===== src/design/crs_map.svh =====
`ifndef CRS_MAP_SVH
`define CRS_MAP_SVH

// ==========================================================
// Register map (byte addresses, AXI4-Lite, 32-bit words)
`define CRS_ADDR_STATE 16'h0000
`define CRS_ADDR_CAUSE 16'h0004
`define CRS_CFG_INDEX 16'h2007
`define CRS_ADDR_CFG 16'h801c

// ==========================================================
// Configuration word fields and reset value
`define CRS_CFG_BROWN_EN 6
`define CRS_CFG_CLEAR_INT 5
`define CRS_CFG_DELAY_DIS 4
`define CRS_CFG_OSC_LSB 0
`define CRS_CFG_RESET 8'hff
`define CRS_OSC_LOWPWR 3'h0
`define CRS_OSC_MID 3'h1
`define CRS_OSC_FAST 3'h2

// ==========================================================
// Cause flag positions and reset value
`define CRS_CAUSE_POR 0
`define CRS_CAUSE_BROWN 1
`define CRS_CAUSE_CLEAR 2
`define CRS_CAUSE_WDOG 3
`define CRS_CAUSE_RESET 4'h0

// ==========================================================
// Timing
`define CRS_CLK_PERIOD_NS 40
`define CRS_DELAY_TIME_US 72000
`define CRS_RC_PERIOD_NS 70313
`define CRS_START_CYCLES 1024
`define CRS_CLEAR_MIN_NS 2000

`endif


===== src/design/crs_pkg.sv =====
package crs_pkg;

  // ========================================================
  // Bus carriers
  typedef struct packed {
    logic [15:0] awaddr;
    logic awvalid;
    logic [31:0] wdata;
    logic [3:0] wstrb;
    logic wvalid;
    logic bready;
    logic [15:0] araddr;
    logic arvalid;
    logic rready;
  } crs_axi_req_t;

  typedef struct packed {
    logic awready;
    logic wready;
    logic bvalid;
    logic [1:0] bresp;
    logic arready;
    logic rvalid;
    logic [31:0] rdata;
    logic [1:0] rresp;
  } crs_axi_rsp_t;

  // ========================================================
  // Sequencer states
  typedef enum logic [1:0] {
    ST_SRC,
    ST_DELAY,
    ST_START,
    ST_RUN
  } crs_state_t;

  typedef enum logic [1:0] {
    RESP_OKAY = 2'h0,
    RESP_SLVERR = 2'h2
  } crs_resp_t;

endpackage


===== src/design/crs_top.sv =====
// How it works
// - Watchdog reset stays internal; the clear pin is never driven low.
// - Internal clear option ignores the clear pin, treating it as high.
// - Power-on source holds reset until supply-adequate indication rises.
// - Enabled brown-out detector holds reset while supply stays low.
// - Power-on source ignores falling supply; only brown-out reacts.
// - Power-up delay lasts 72 ms, only after power-on or brown-out.
// - Reset holds while power-up delay runs on its own RC oscillator.
// - Power-up delay disable bit: 1 disables the delay, 0 enables.
// - After power-up delay, count 1024 oscillator input cycles.
// - Start-up count only in crystal modes, on power-on or wake.
// - Clear pin path filters out pulses shorter than a minimum width.
// - Watchdog wake from sleep resumes without resetting anything.
//
// Added by the designer: register access over AXI4-Lite.
`timescale 1ns/1ps
`include "crs_map.svh"
`default_nettype none

module crs_top (
  // Clock, reset, enable
  input wire logic aclk,
  input wire logic aresetn,
  input wire logic ce,
  // Register bus
  input wire crs_pkg::crs_axi_req_t axi_req,
  output var crs_pkg::crs_axi_rsp_t axi_rsp,
  // Pins and supply monitors, asynchronous
  input wire logic master_clear_pin,
  output var logic master_clear_pin_o,
  output var logic master_clear_pin_oe,
  input wire logic supply_up,
  input wire logic brownout_low,
  input wire logic osc_input_pin,
  input wire logic rc_osc,
  // Watchdog and sleep, same clock
  input wire logic watchdog_timeout,
  input wire logic sleep_active,
  // Configuration fuses, same clock
  input wire logic [7:0] cfg_fuses,
  // Chip control
  output var logic chip_reset_n,
  output var logic cpu_hold
);
  import crs_pkg::*;

  // ========================================================
  // Derived counts
  localparam int CLR_MIN_CYC =
    (`CRS_CLEAR_MIN_NS + `CRS_CLK_PERIOD_NS - 1) / `CRS_CLK_PERIOD_NS;
  localparam int DELAY_TICKS =
    (`CRS_DELAY_TIME_US * 1000 + `CRS_RC_PERIOD_NS - 1) / `CRS_RC_PERIOD_NS;
  localparam logic [5:0] CLR_MIN = 6'(CLR_MIN_CYC);
  localparam logic [10:0] DELAY_LAST = 11'(DELAY_TICKS - 1);
  localparam logic [10:0] START_LAST = 11'(`CRS_START_CYCLES - 1);

  function automatic logic is_xtal(input logic [7:0] cfg);
    logic [2:0] m;
    m = cfg[`CRS_CFG_OSC_LSB +: 3];
    return (m == `CRS_OSC_LOWPWR) || (m == `CRS_OSC_MID) ||
           (m == `CRS_OSC_FAST);
  endfunction

  function automatic logic addr_mapped(input logic [15:0] a);
    return (a == `CRS_ADDR_STATE) || (a == `CRS_ADDR_CAUSE) ||
           (a == `CRS_ADDR_CFG);
  endfunction

  // ========================================================
  // Pin synchronisers: 0 clear, 1 supply, 2 brown-out, 3 osc, 4 rc
  logic [4:0] sync1_r;
  logic [4:0] sync2_r;
  logic osc_d_r;
  logic rc_d_r;

  always_ff @(posedge aclk) begin
    if (!aresetn) begin
      sync1_r <= 5'h01;
      sync2_r <= 5'h01;
      osc_d_r <= 1'b0;
      rc_d_r <= 1'b0;
    end else if (ce) begin
      sync1_r <= {rc_osc, osc_input_pin, brownout_low, supply_up,
                  master_clear_pin};
      sync2_r <= sync1_r;
      osc_d_r <= sync2_r[3];
      rc_d_r <= sync2_r[4];
    end
  end

  wire osc_rise = sync2_r[3] & ~osc_d_r;
  wire rc_rise = sync2_r[4] & ~rc_d_r;

  // ========================================================
  // Clear pin glitch filter
  logic [5:0] clr_cnt_r;

  always_ff @(posedge aclk) begin
    if (!aresetn) begin
      clr_cnt_r <= 6'h00;
    end else if (ce) begin
      if (sync2_r[0]) begin
        clr_cnt_r <= 6'h00;
      end else if (clr_cnt_r != CLR_MIN) begin
        clr_cnt_r <= clr_cnt_r + 6'h01;
      end
    end
  end

  // Low for the whole minimum width before it counts
  wire clr_act = (clr_cnt_r == CLR_MIN);

  // ========================================================
  // Reset sources
  logic [7:0] cfg_r;
  logic por_active_r;
  logic delay_pend_r;
  logic start_pend_r;
  crs_state_t state_r;
  crs_state_t state_nxt;

  wire clr_src = clr_act & ~cfg_r[`CRS_CFG_CLEAR_INT];
  wire brown_src = cfg_r[`CRS_CFG_BROWN_EN] & sync2_r[2];
  wire wdog_rst = watchdog_timeout & ~sleep_active;
  wire wdog_wake = watchdog_timeout & sleep_active;
  wire src_any = por_active_r | brown_src | clr_src | wdog_rst;
  wire xtal = is_xtal(cfg_r);
  wire delay_go = delay_pend_r & ~cfg_r[`CRS_CFG_DELAY_DIS];
  wire start_go = start_pend_r & xtal;
  wire enter_run = (state_nxt == ST_RUN) && (state_r != ST_RUN);

  always_ff @(posedge aclk) begin
    if (!aresetn) begin
      cfg_r <= `CRS_CFG_RESET;
      por_active_r <= 1'b1;
      delay_pend_r <= 1'b0;
      start_pend_r <= 1'b0;
    end else if (ce) begin
      if (state_r == ST_SRC) begin
        cfg_r <= cfg_fuses;
      end
      // Cleared once; a falling supply never sets it again
      if (sync2_r[1]) begin
        por_active_r <= 1'b0;
      end
      // Set wins over the clear at entry to run
      delay_pend_r <= (delay_pend_r & ~enter_run) | por_active_r |
                      brown_src;
      start_pend_r <= (start_pend_r & ~enter_run) | por_active_r;
    end
  end

  // ========================================================
  // Sequencer
  logic [10:0] cnt_r;
  logic [10:0] cnt_nxt;
  logic in_reset_r;

  always_comb begin
    state_nxt = state_r;
    cnt_nxt = cnt_r;
    unique case (state_r)
      ST_SRC: begin
        if (delay_go) begin
          state_nxt = ST_DELAY;
        end else if (start_go) begin
          state_nxt = ST_START;
        end else begin
          state_nxt = ST_RUN;
        end
      end
      ST_DELAY: begin
        if (rc_rise) begin
          if (cnt_r == DELAY_LAST) begin
            cnt_nxt = 11'h000;
            state_nxt = start_go ? ST_START : ST_RUN;
          end else begin
            cnt_nxt = cnt_r + 11'h001;
          end
        end
      end
      ST_START: begin
        if (osc_rise) begin
          if (cnt_r == START_LAST) begin
            cnt_nxt = 11'h000;
            state_nxt = ST_RUN;
          end else begin
            cnt_nxt = cnt_r + 11'h001;
          end
        end
      end
      ST_RUN: begin
        // In crystal modes, wake holds the core for the start-up count, no reset
        if (wdog_wake && xtal) begin
          state_nxt = ST_START;
        end
      end
    endcase
    if (src_any) begin
      state_nxt = ST_SRC;
      cnt_nxt = 11'h000;
    end
  end

  wire in_reset_nxt = src_any | (in_reset_r & ~enter_run);

  always_ff @(posedge aclk) begin
    if (!aresetn) begin
      state_r <= ST_SRC;
      cnt_r <= 11'h000;
      in_reset_r <= 1'b1;
      chip_reset_n <= 1'b0;
      cpu_hold <= 1'b1;
      master_clear_pin_o <= 1'b0;
      master_clear_pin_oe <= 1'b0;
    end else if (ce) begin
      state_r <= state_nxt;
      cnt_r <= cnt_nxt;
      in_reset_r <= in_reset_nxt;
      chip_reset_n <= ~in_reset_nxt;
      cpu_hold <= (state_nxt != ST_RUN);
      // Pin is input only; a watchdog reset never reaches it
      master_clear_pin_oe <= 1'b0;
    end
  end

  // ========================================================
  // Reset cause flags
  logic [3:0] cause_r;
  logic aw_have_r;
  logic w_have_r;
  logic [15:0] aw_addr_r;
  logic [31:0] w_data_r;
  logic [3:0] w_strb_r;

  wire wr_go = aw_have_r & w_have_r & ~axi_rsp.bvalid;
  wire wr_cause = wr_go & (aw_addr_r == `CRS_ADDR_CAUSE) & w_strb_r[0];
  wire [3:0] cause_clr = wr_cause ? w_data_r[3:0] : 4'h0;
  wire [3:0] cause_set = {wdog_rst, clr_src, brown_src, por_active_r};

  always_ff @(posedge aclk) begin
    if (!aresetn) begin
      cause_r <= `CRS_CAUSE_RESET;
    end else if (ce) begin
      cause_r <= (cause_r & ~cause_clr) | cause_set;
    end
  end

  // ========================================================
  // AXI4-Lite slave, one write and one read at a time
  wire aw_fire = axi_req.awvalid & axi_rsp.awready;
  wire w_fire = axi_req.wvalid & axi_rsp.wready;
  wire b_fire = axi_rsp.bvalid & axi_req.bready;
  wire ar_fire = axi_req.arvalid & axi_rsp.arready;
  wire r_fire = axi_rsp.rvalid & axi_req.rready;
  wire [31:0] state_word = {26'h0, brown_src, clr_act, por_active_r,
                            in_reset_r, state_r};
  wire [31:0] rd_word =
    (axi_req.araddr == `CRS_ADDR_STATE) ? state_word :
    (axi_req.araddr == `CRS_ADDR_CAUSE) ? {28'h0, cause_r} :
    (axi_req.araddr == `CRS_ADDR_CFG) ? {24'h0, cfg_r} : 32'h0;

  always_ff @(posedge aclk) begin
    if (!aresetn) begin
      aw_have_r <= 1'b0;
      w_have_r <= 1'b0;
      aw_addr_r <= 16'h0000;
      w_data_r <= 32'h0;
      w_strb_r <= 4'h0;
      axi_rsp <= '0;
      axi_rsp.awready <= 1'b1;
      axi_rsp.wready <= 1'b1;
      axi_rsp.arready <= 1'b1;
    end else if (ce) begin
      if (aw_fire) begin
        aw_have_r <= 1'b1;
        aw_addr_r <= axi_req.awaddr;
        axi_rsp.awready <= 1'b0;
      end
      if (w_fire) begin
        w_have_r <= 1'b1;
        w_data_r <= axi_req.wdata;
        w_strb_r <= axi_req.wstrb;
        axi_rsp.wready <= 1'b0;
      end
      if (wr_go) begin
        axi_rsp.bvalid <= 1'b1;
        axi_rsp.bresp <= addr_mapped(aw_addr_r) ? RESP_OKAY : RESP_SLVERR;
      end
      if (b_fire) begin
        axi_rsp.bvalid <= 1'b0;
        aw_have_r <= 1'b0;
        w_have_r <= 1'b0;
        axi_rsp.awready <= 1'b1;
        axi_rsp.wready <= 1'b1;
      end
      if (ar_fire) begin
        axi_rsp.arready <= 1'b0;
        axi_rsp.rvalid <= 1'b1;
        axi_rsp.rdata <= rd_word;
        axi_rsp.rresp <= addr_mapped(axi_req.araddr) ? RESP_OKAY :
                         RESP_SLVERR;
      end
      if (r_fire) begin
        axi_rsp.rvalid <= 1'b0;
        axi_rsp.arready <= 1'b1;
      end
    end
  end
endmodule

`default_nettype wire


===== config.mk =====
export PLATFORM = sky130hd
export DESIGN_NAME = crs_top
export DESIGN_NICKNAME = d
export VERILOG_FILES = /design/src/design/crs_pkg.sv /design/src/design/crs_top.sv
export VERILOG_INCLUDE_DIRS = /design/src /design/src/design
export SDC_FILE = /design/constraint.sdc
export NUM_CORES = 1
export LEC_CHECK = 0
export ABC_CLOCK_PERIOD_IN_PS = 5500
export CORE_MARGIN = 2
export CORE_UTILIZATION = 68
export CTS_CLUSTER_SIZE = 30
export DETAILED_ROUTE_END_ITERATION = 12
export DONT_BUFFER_PORTS = 1
export PLACE_DENSITY = 0.82
export SLEW_MARGIN = 20
export SYNTH_ARGS = -nofsm -noshare
export SYNTH_HDL_FRONTEND = slang
export SYNTH_SLANG_ARGS = --single-unit

===== constraint.sdc =====
create_clock -name aclk -period 5.5 [get_ports aclk]
set_input_delay 0 -clock aclk [delete_from_list [all_inputs] [get_ports aclk]]
set_output_delay 0 -clock aclk [all_outputs]
set_load 0.1 [all_outputs]

Word level (Yosys, flattened, before mapping) --
Cells that the tools add are included.
Storage, ports and cells: output and inout port bits 45, logic and storage cells 147, register bits 113, input bits 91
Cells by class: equal/unequal tests 17, reduce and logical (&&, ||, !) cells 30, bitwise operators 38, multiplexer cells 32, add/subtract/negate cells 2
Operators by type and width (number):
- 11-bit two-way mux | 4
- 36-bit two-way mux | 1
- 16-bit == test, second input constant | 2
- 16-bit by 3-bit == test with 1-bit output, second input constant | 2
- 16-bit zero test | 2
- 8-bit two-way mux | 3
- 11-bit one-hot mux with 2 select lines | 1
- 2-bit AND reduction | 11
- 1-bit bitwise AND | 20
- 2-bit two-way mux | 10
- 6-bit two-way mux | 2
- 11-bit by 1-bit adder with 11-bit output, second input constant | 1
- 11-bit by 10-bit == test with 1-bit output, second input constant | 1
- 2-bit nonzero test | 5
- 1-bit inverter | 8
- 2-bit one-hot mux with 4 select lines | 1
- 1-bit two-way mux | 7
- 1-bit bitwise OR | 7
- 6-bit by 1-bit adder with 6-bit output, second input constant | 1
- 2-bit == test, second input constant | 3
- 6-bit == test, second input constant | 1
- 1-bit logical OR | 6
- 3-bit two-way mux | 2
- 3-bit inequality test, second input constant | 2
- other kinds (14) | 16

Depth between registers and ports, before layout --
depth in word-level cells 15, depth in mapped cells 7, gate-level depth less buffers 7

Least setup slack after synthesis --
OpenSTA, ideal clock, no wires.
path type register -> register, start point register axi_rsp[35] (netlist bit), end point register axi_rsp[6] (netlist bit), library setup time 0.070 ns, stages on the path, launching flop included 5, required time 5.430 ns, arrival time 1.960 ns, clock period less this slack 2.030 ns, setup slack 3.470 ns, path through dfxtp_1 > nand3_1 > nor3_1 > a22oi_1 > a21boi_1
Between the ends: longest elaborated chain between the ends 2
Ends and longest elaborated chain:
- start, declared | line crs_top.sv:27 | output var crs_pkg::crs_axi_rsp_t axi_rsp,
- 1-bit bitwise AND | line crs_top.sv:254 | wire ar_fire = axi_req.arvalid & axi_rsp.arready;
- 2-bit AND reduction (no line)
No other way between the ends. A chain may end at the register's enable or synchronous reset.

Final worst setup path --
start point register axi_rsp[35] (netlist bit), end point register axi_rsp[8] (netlist bit)
The elaborated chain is that of the path after synthesis.

==> results <==
- The number of antenna violations at the first check in global routing is 0.
- Adding up every negative setup slack in the final design gives 0 ns.
- After synthesis, the cell types taking the most area are sky130_fd_sc_hd__dfxtp_1, sky130_fd_sc_hd__nand2_1, sky130_fd_sc_hd__mux2i_1, sky130_fd_sc_hd__buf_4, sky130_fd_sc_hd__a21boi_0.
- Among all flip-flop cells after synthesis, the most frequent one is sky130_fd_sc_hd__dfxtp_1.
- Once layout is complete, the cells apart from fillers number 576.
- The number of cells produced by synthesis is 460.
- The worst setup path is launched from a flop.
- The number of cells upsized or downsized after cts is 0.
- The detailed placer's ending HPWL is 5.61 mm.
- The final hold violation count came to 1.
- Setup repair after global routing left no endpoint under its margin.
- The worst hold path belongs to the class in -> reg.
- For the worst setup path, the data required time is about 5.8 ns.
- The clock passes through at most 2 buffers.
- Timing would allow up to between 300 and 400 MHz.
- In the routed design, unresolved DRC markers number 0.
- The synthesized design contains 0 enable-type register cells.
- The row count is 28.
- The setup clock skew after layout is 0.0103 ns.
- The flop and latch count out of synthesis is 87.
- The worst setup path is captured at a flop.
- The root buffer cell is sky130_fd_sc_hd__clkbuf_8.
- The die covers between 6000 and 7000 µm².
- The finished cells cover between 4000 and 5000 µm².
- After detailed routing, the average wire length per cell comes to around 16 µm.
- The total area inside the core boundary comes to slightly below 6000 µm².
- During synthesis, Yosys emitted a total of 0 warnings.
- By instance count, the leading cell after synthesis is sky130_fd_sc_hd__dfxtp_1.
- The post-synthesis sequential area ratio is 0.428.
- The synthesis-to-layout area growth is 15.2%.
- The sink count of the clock tree is between 80 and 90.
- The total leakage power is 1.88 nW.
- The via count of the first global-routing pass came to around 3,200.
- For this run, the total global-route usage over all layers was measured as 0.292.
- The number of detailed-route iterations in the first pass is 5.
- The repair_antennas step left the layout with diodes totalling 0.
- VDD sags by at most around 0.00022 V.
- The tightest hold path in the finished design has a slack of -0.00156 ns.
- The pin count of the biggest net entering global routing is between 70 and 80.
- The number of input and output port buffers inserted is 0.
- The clock transition at the register clock pins on the worst setup and hold paths after CTS is 0.09 ns.
- The share of layout cells above drive strength 1 is 0.0539.
- Across all layers, the routed design uses about 3,400 vias.
- The placed instance area is around 4000 µm².
- Power spread over the standard cell area amounts to about 290 nW/µm².
- Of all flip-flops after synthesis, the portion carrying an async set or reset was 0.
- Counting the buffers created by CTS gives 9.
- The total congestion overflow is 0.
- The iteration-0 DRC count of the detailed router is 235.
- The CTS tree is done.
- The unique cell type count in the Yosys netlist is 55.
- The die is just over 80 µm tall.
- Including well taps, the total number of placed cells is slightly above 500.
- The initial core utilization is 0.696.
- After synthesis, the most frequently instantiated cells are sky130_fd_sc_hd__dfxtp_1, sky130_fd_sc_hd__nand2_1, sky130_fd_sc_hd__buf_4.
- The number of nets in the layout is approximately 600.
- The clock insertion delay at the later pin of the skew report is roughly 0.36 ns.
- The via density per instance is 5.98.
- The most area-hungry cell type in the Yosys netlist is sky130_fd_sc_hd__dfxtp_1.
- The post-route minimum period is about 2.5 ns.
- The mean instance size in the synthesized netlist is between 8 and 9 µm².
- The endpoint arrival time on the critical path is between 2 and 3 ns.
- Max-cap violations in this run came to 0.
- The number of max-slew violations in the final report is 0.
- The count of antenna-violating nets left after detailed routing is 0.
- The pre-CTS worst setup slack is between 3 and 4 ns.
- The final reports fail on hold timing.
- The final period utilization is 0.456.
- The final wirelength is between 9 and 10 mm.
- The final RePlAce weighted congestion is 0.810.
- Along the worst path, the maximum fanout reaches 7.
- In this run the count of I/O pins placed on the die edge is 136.
- In this run the cell area of the synthesized design comes to between 4000 and 5000 µm².
- The setup path with the least slack is of type reg -> reg.
- Headroom to the max-slew limit came out at 0.288.
- Setup slack on the critical path of the routed design comes to 2.99 ns.
- For the pin with the worst max-slew slack, the measured transition is 1.07 ns.
- The run finished, with violations left.
- The final setup violation count is 0.
- CTS built an H-tree with a depth of 3.
- The overall die width is roughly 81 µm.
- Counting the fill cells in the layout gives ~370.
- The first-pass GRT wire length is roughly 15 mm.
- The share of synthesized area in the top cell type comes to 0.428.
-- metal layers --
metal,part of all wire,track usage
met2,0.49,0.479
met3,0.077,0.0778
met4,0.027,0.129
met5,0,0
met1,0.41,0.360
-- worst paths after layout --
| check | depth (start not counted) | to | start | slack (ns) |
|---|---|---|---|---|
| worst max-delay path | 4 | axi_rsp[8]$_SDFFE_PN0P_ | axi_rsp[35]$_SDFFE_PN1P_ | 2.99 |
| worst min-delay path | 3 | clr_cnt_r[0]$_SDFFE_PN0P_ | ce | -0.002 |
| worst max register to register | 4 | axi_rsp[8]$_SDFFE_PN0P_ | axi_rsp[35]$_SDFFE_PN1P_ | 2.99 |
| worst min register to register | 2 | w_have_r$_SDFFE_PN0P_ | w_have_r$_SDFFE_PN0P_ | 0.45 |
-- final cells by class --
cell class / instances / area, µm² / area share
sequential: 87 / 1740 / 0.371
tap: 75 / 93.8 / 0.0200
multi-input combinational: 337 / 2100 / 0.447
clock buffer: 12 / 145 / 0.0309
inverter: 12 / 45.0 / 0.00960
clock inverter: 4 / 52.6 / 0.0112
timing repair buffer: 49 / 518 / 0.110
-- power breakdown --
group | internal (mW) | switching, mW
Combinational | 0.0586 | 0.139
Clock | 0.225 | 0.230
Sequential | 0.654 | 0.0525
Total | 0.938 | 0.422
-- sequential cells by signal, indices dropped and copies added, names as in the netlist --
| name | flops |
|---|---|
| cpu_hold | 1 |
| w_have_r | 1 |
| start_pend_r | 1 |
| axi_rsp | 15 |
| osc_d_r | 1 |
| cfg_r | 8 |
| aw_addr_r | 16 |
| clr_cnt_r | 6 |
| w_strb_r | 1 |
| aw_have_r | 1 |
| cnt_r | 11 |
| cause_r | 4 |
| state_r | 2 |
| delay_pend_r | 1 |
| w_data_r | 4 |
| in_reset_r | 1 |
| sync2_r | 5 |
| por_active_r | 1 |
| chip_reset_n | 1 |
| sync1_r | 5 |
| rc_d_r | 1 |
-- timing repair --
action,in CTS,in global routing
buffers inserted,0,0
hold endpoints to repair,84,0
hold buffers,49,0
-- cell families after synthesis --
group / share of synthesized area
mux: 0.0565
flops: 0.428
fa+ha+maj: 0.00921
xor+xnor: 0.0236
other cells: 0.000920
buf+inv: 0.0838
simple gates: 0.225
compound gates: 0.173
-- through the flow --
step | util | power, mW | hold slack [ns]
after global placement | 0.679 | 0.867 | 0.0718
after CTS | 0.801 | 1.35 | 0.00513
final | 0.802 | 1.36 | -0.00156
after global routing | 0.802 | 1.40 | 0.0356
after floorplan | - | 0.883 | 0.124
after detailed placement | 0.679 | 0.871 | 0.0763
-- layout by cell type, fill, tap and decap left out, drive strengths merged, types with 3 or more instances in the layout --
cell,instances
conb,28
clkbuf,12
a21boi,24
dfxtp,87
a31oi,4
nand2,70
xor2,7
mux2i,23
nand3,15
nor2,19
o211ai,7
and3,6
nor4,10
dlygate4sd3,47
o21a,5
a21o,3
o2111ai,3
nor3,6
ha,3
o31ai,3
and4,3
xnor2,4
nor2b,24
nand4,11
o21ai,10
a22oi,4
a21oi,17
o22a,4
inv,13
-- critical path, stage by stage (launching register included) --
cell and delay, ns:
sky130_fd_sc_hd__dfxtp_1 1.02, sky130_fd_sc_hd__nand3_1 0.48, sky130_fd_sc_hd__nor3_1 0.58, sky130_fd_sc_hd__a22oi_1 0.16, sky130_fd_sc_hd__nor2b_1 0.19
(Power assumes the default switching activity.)
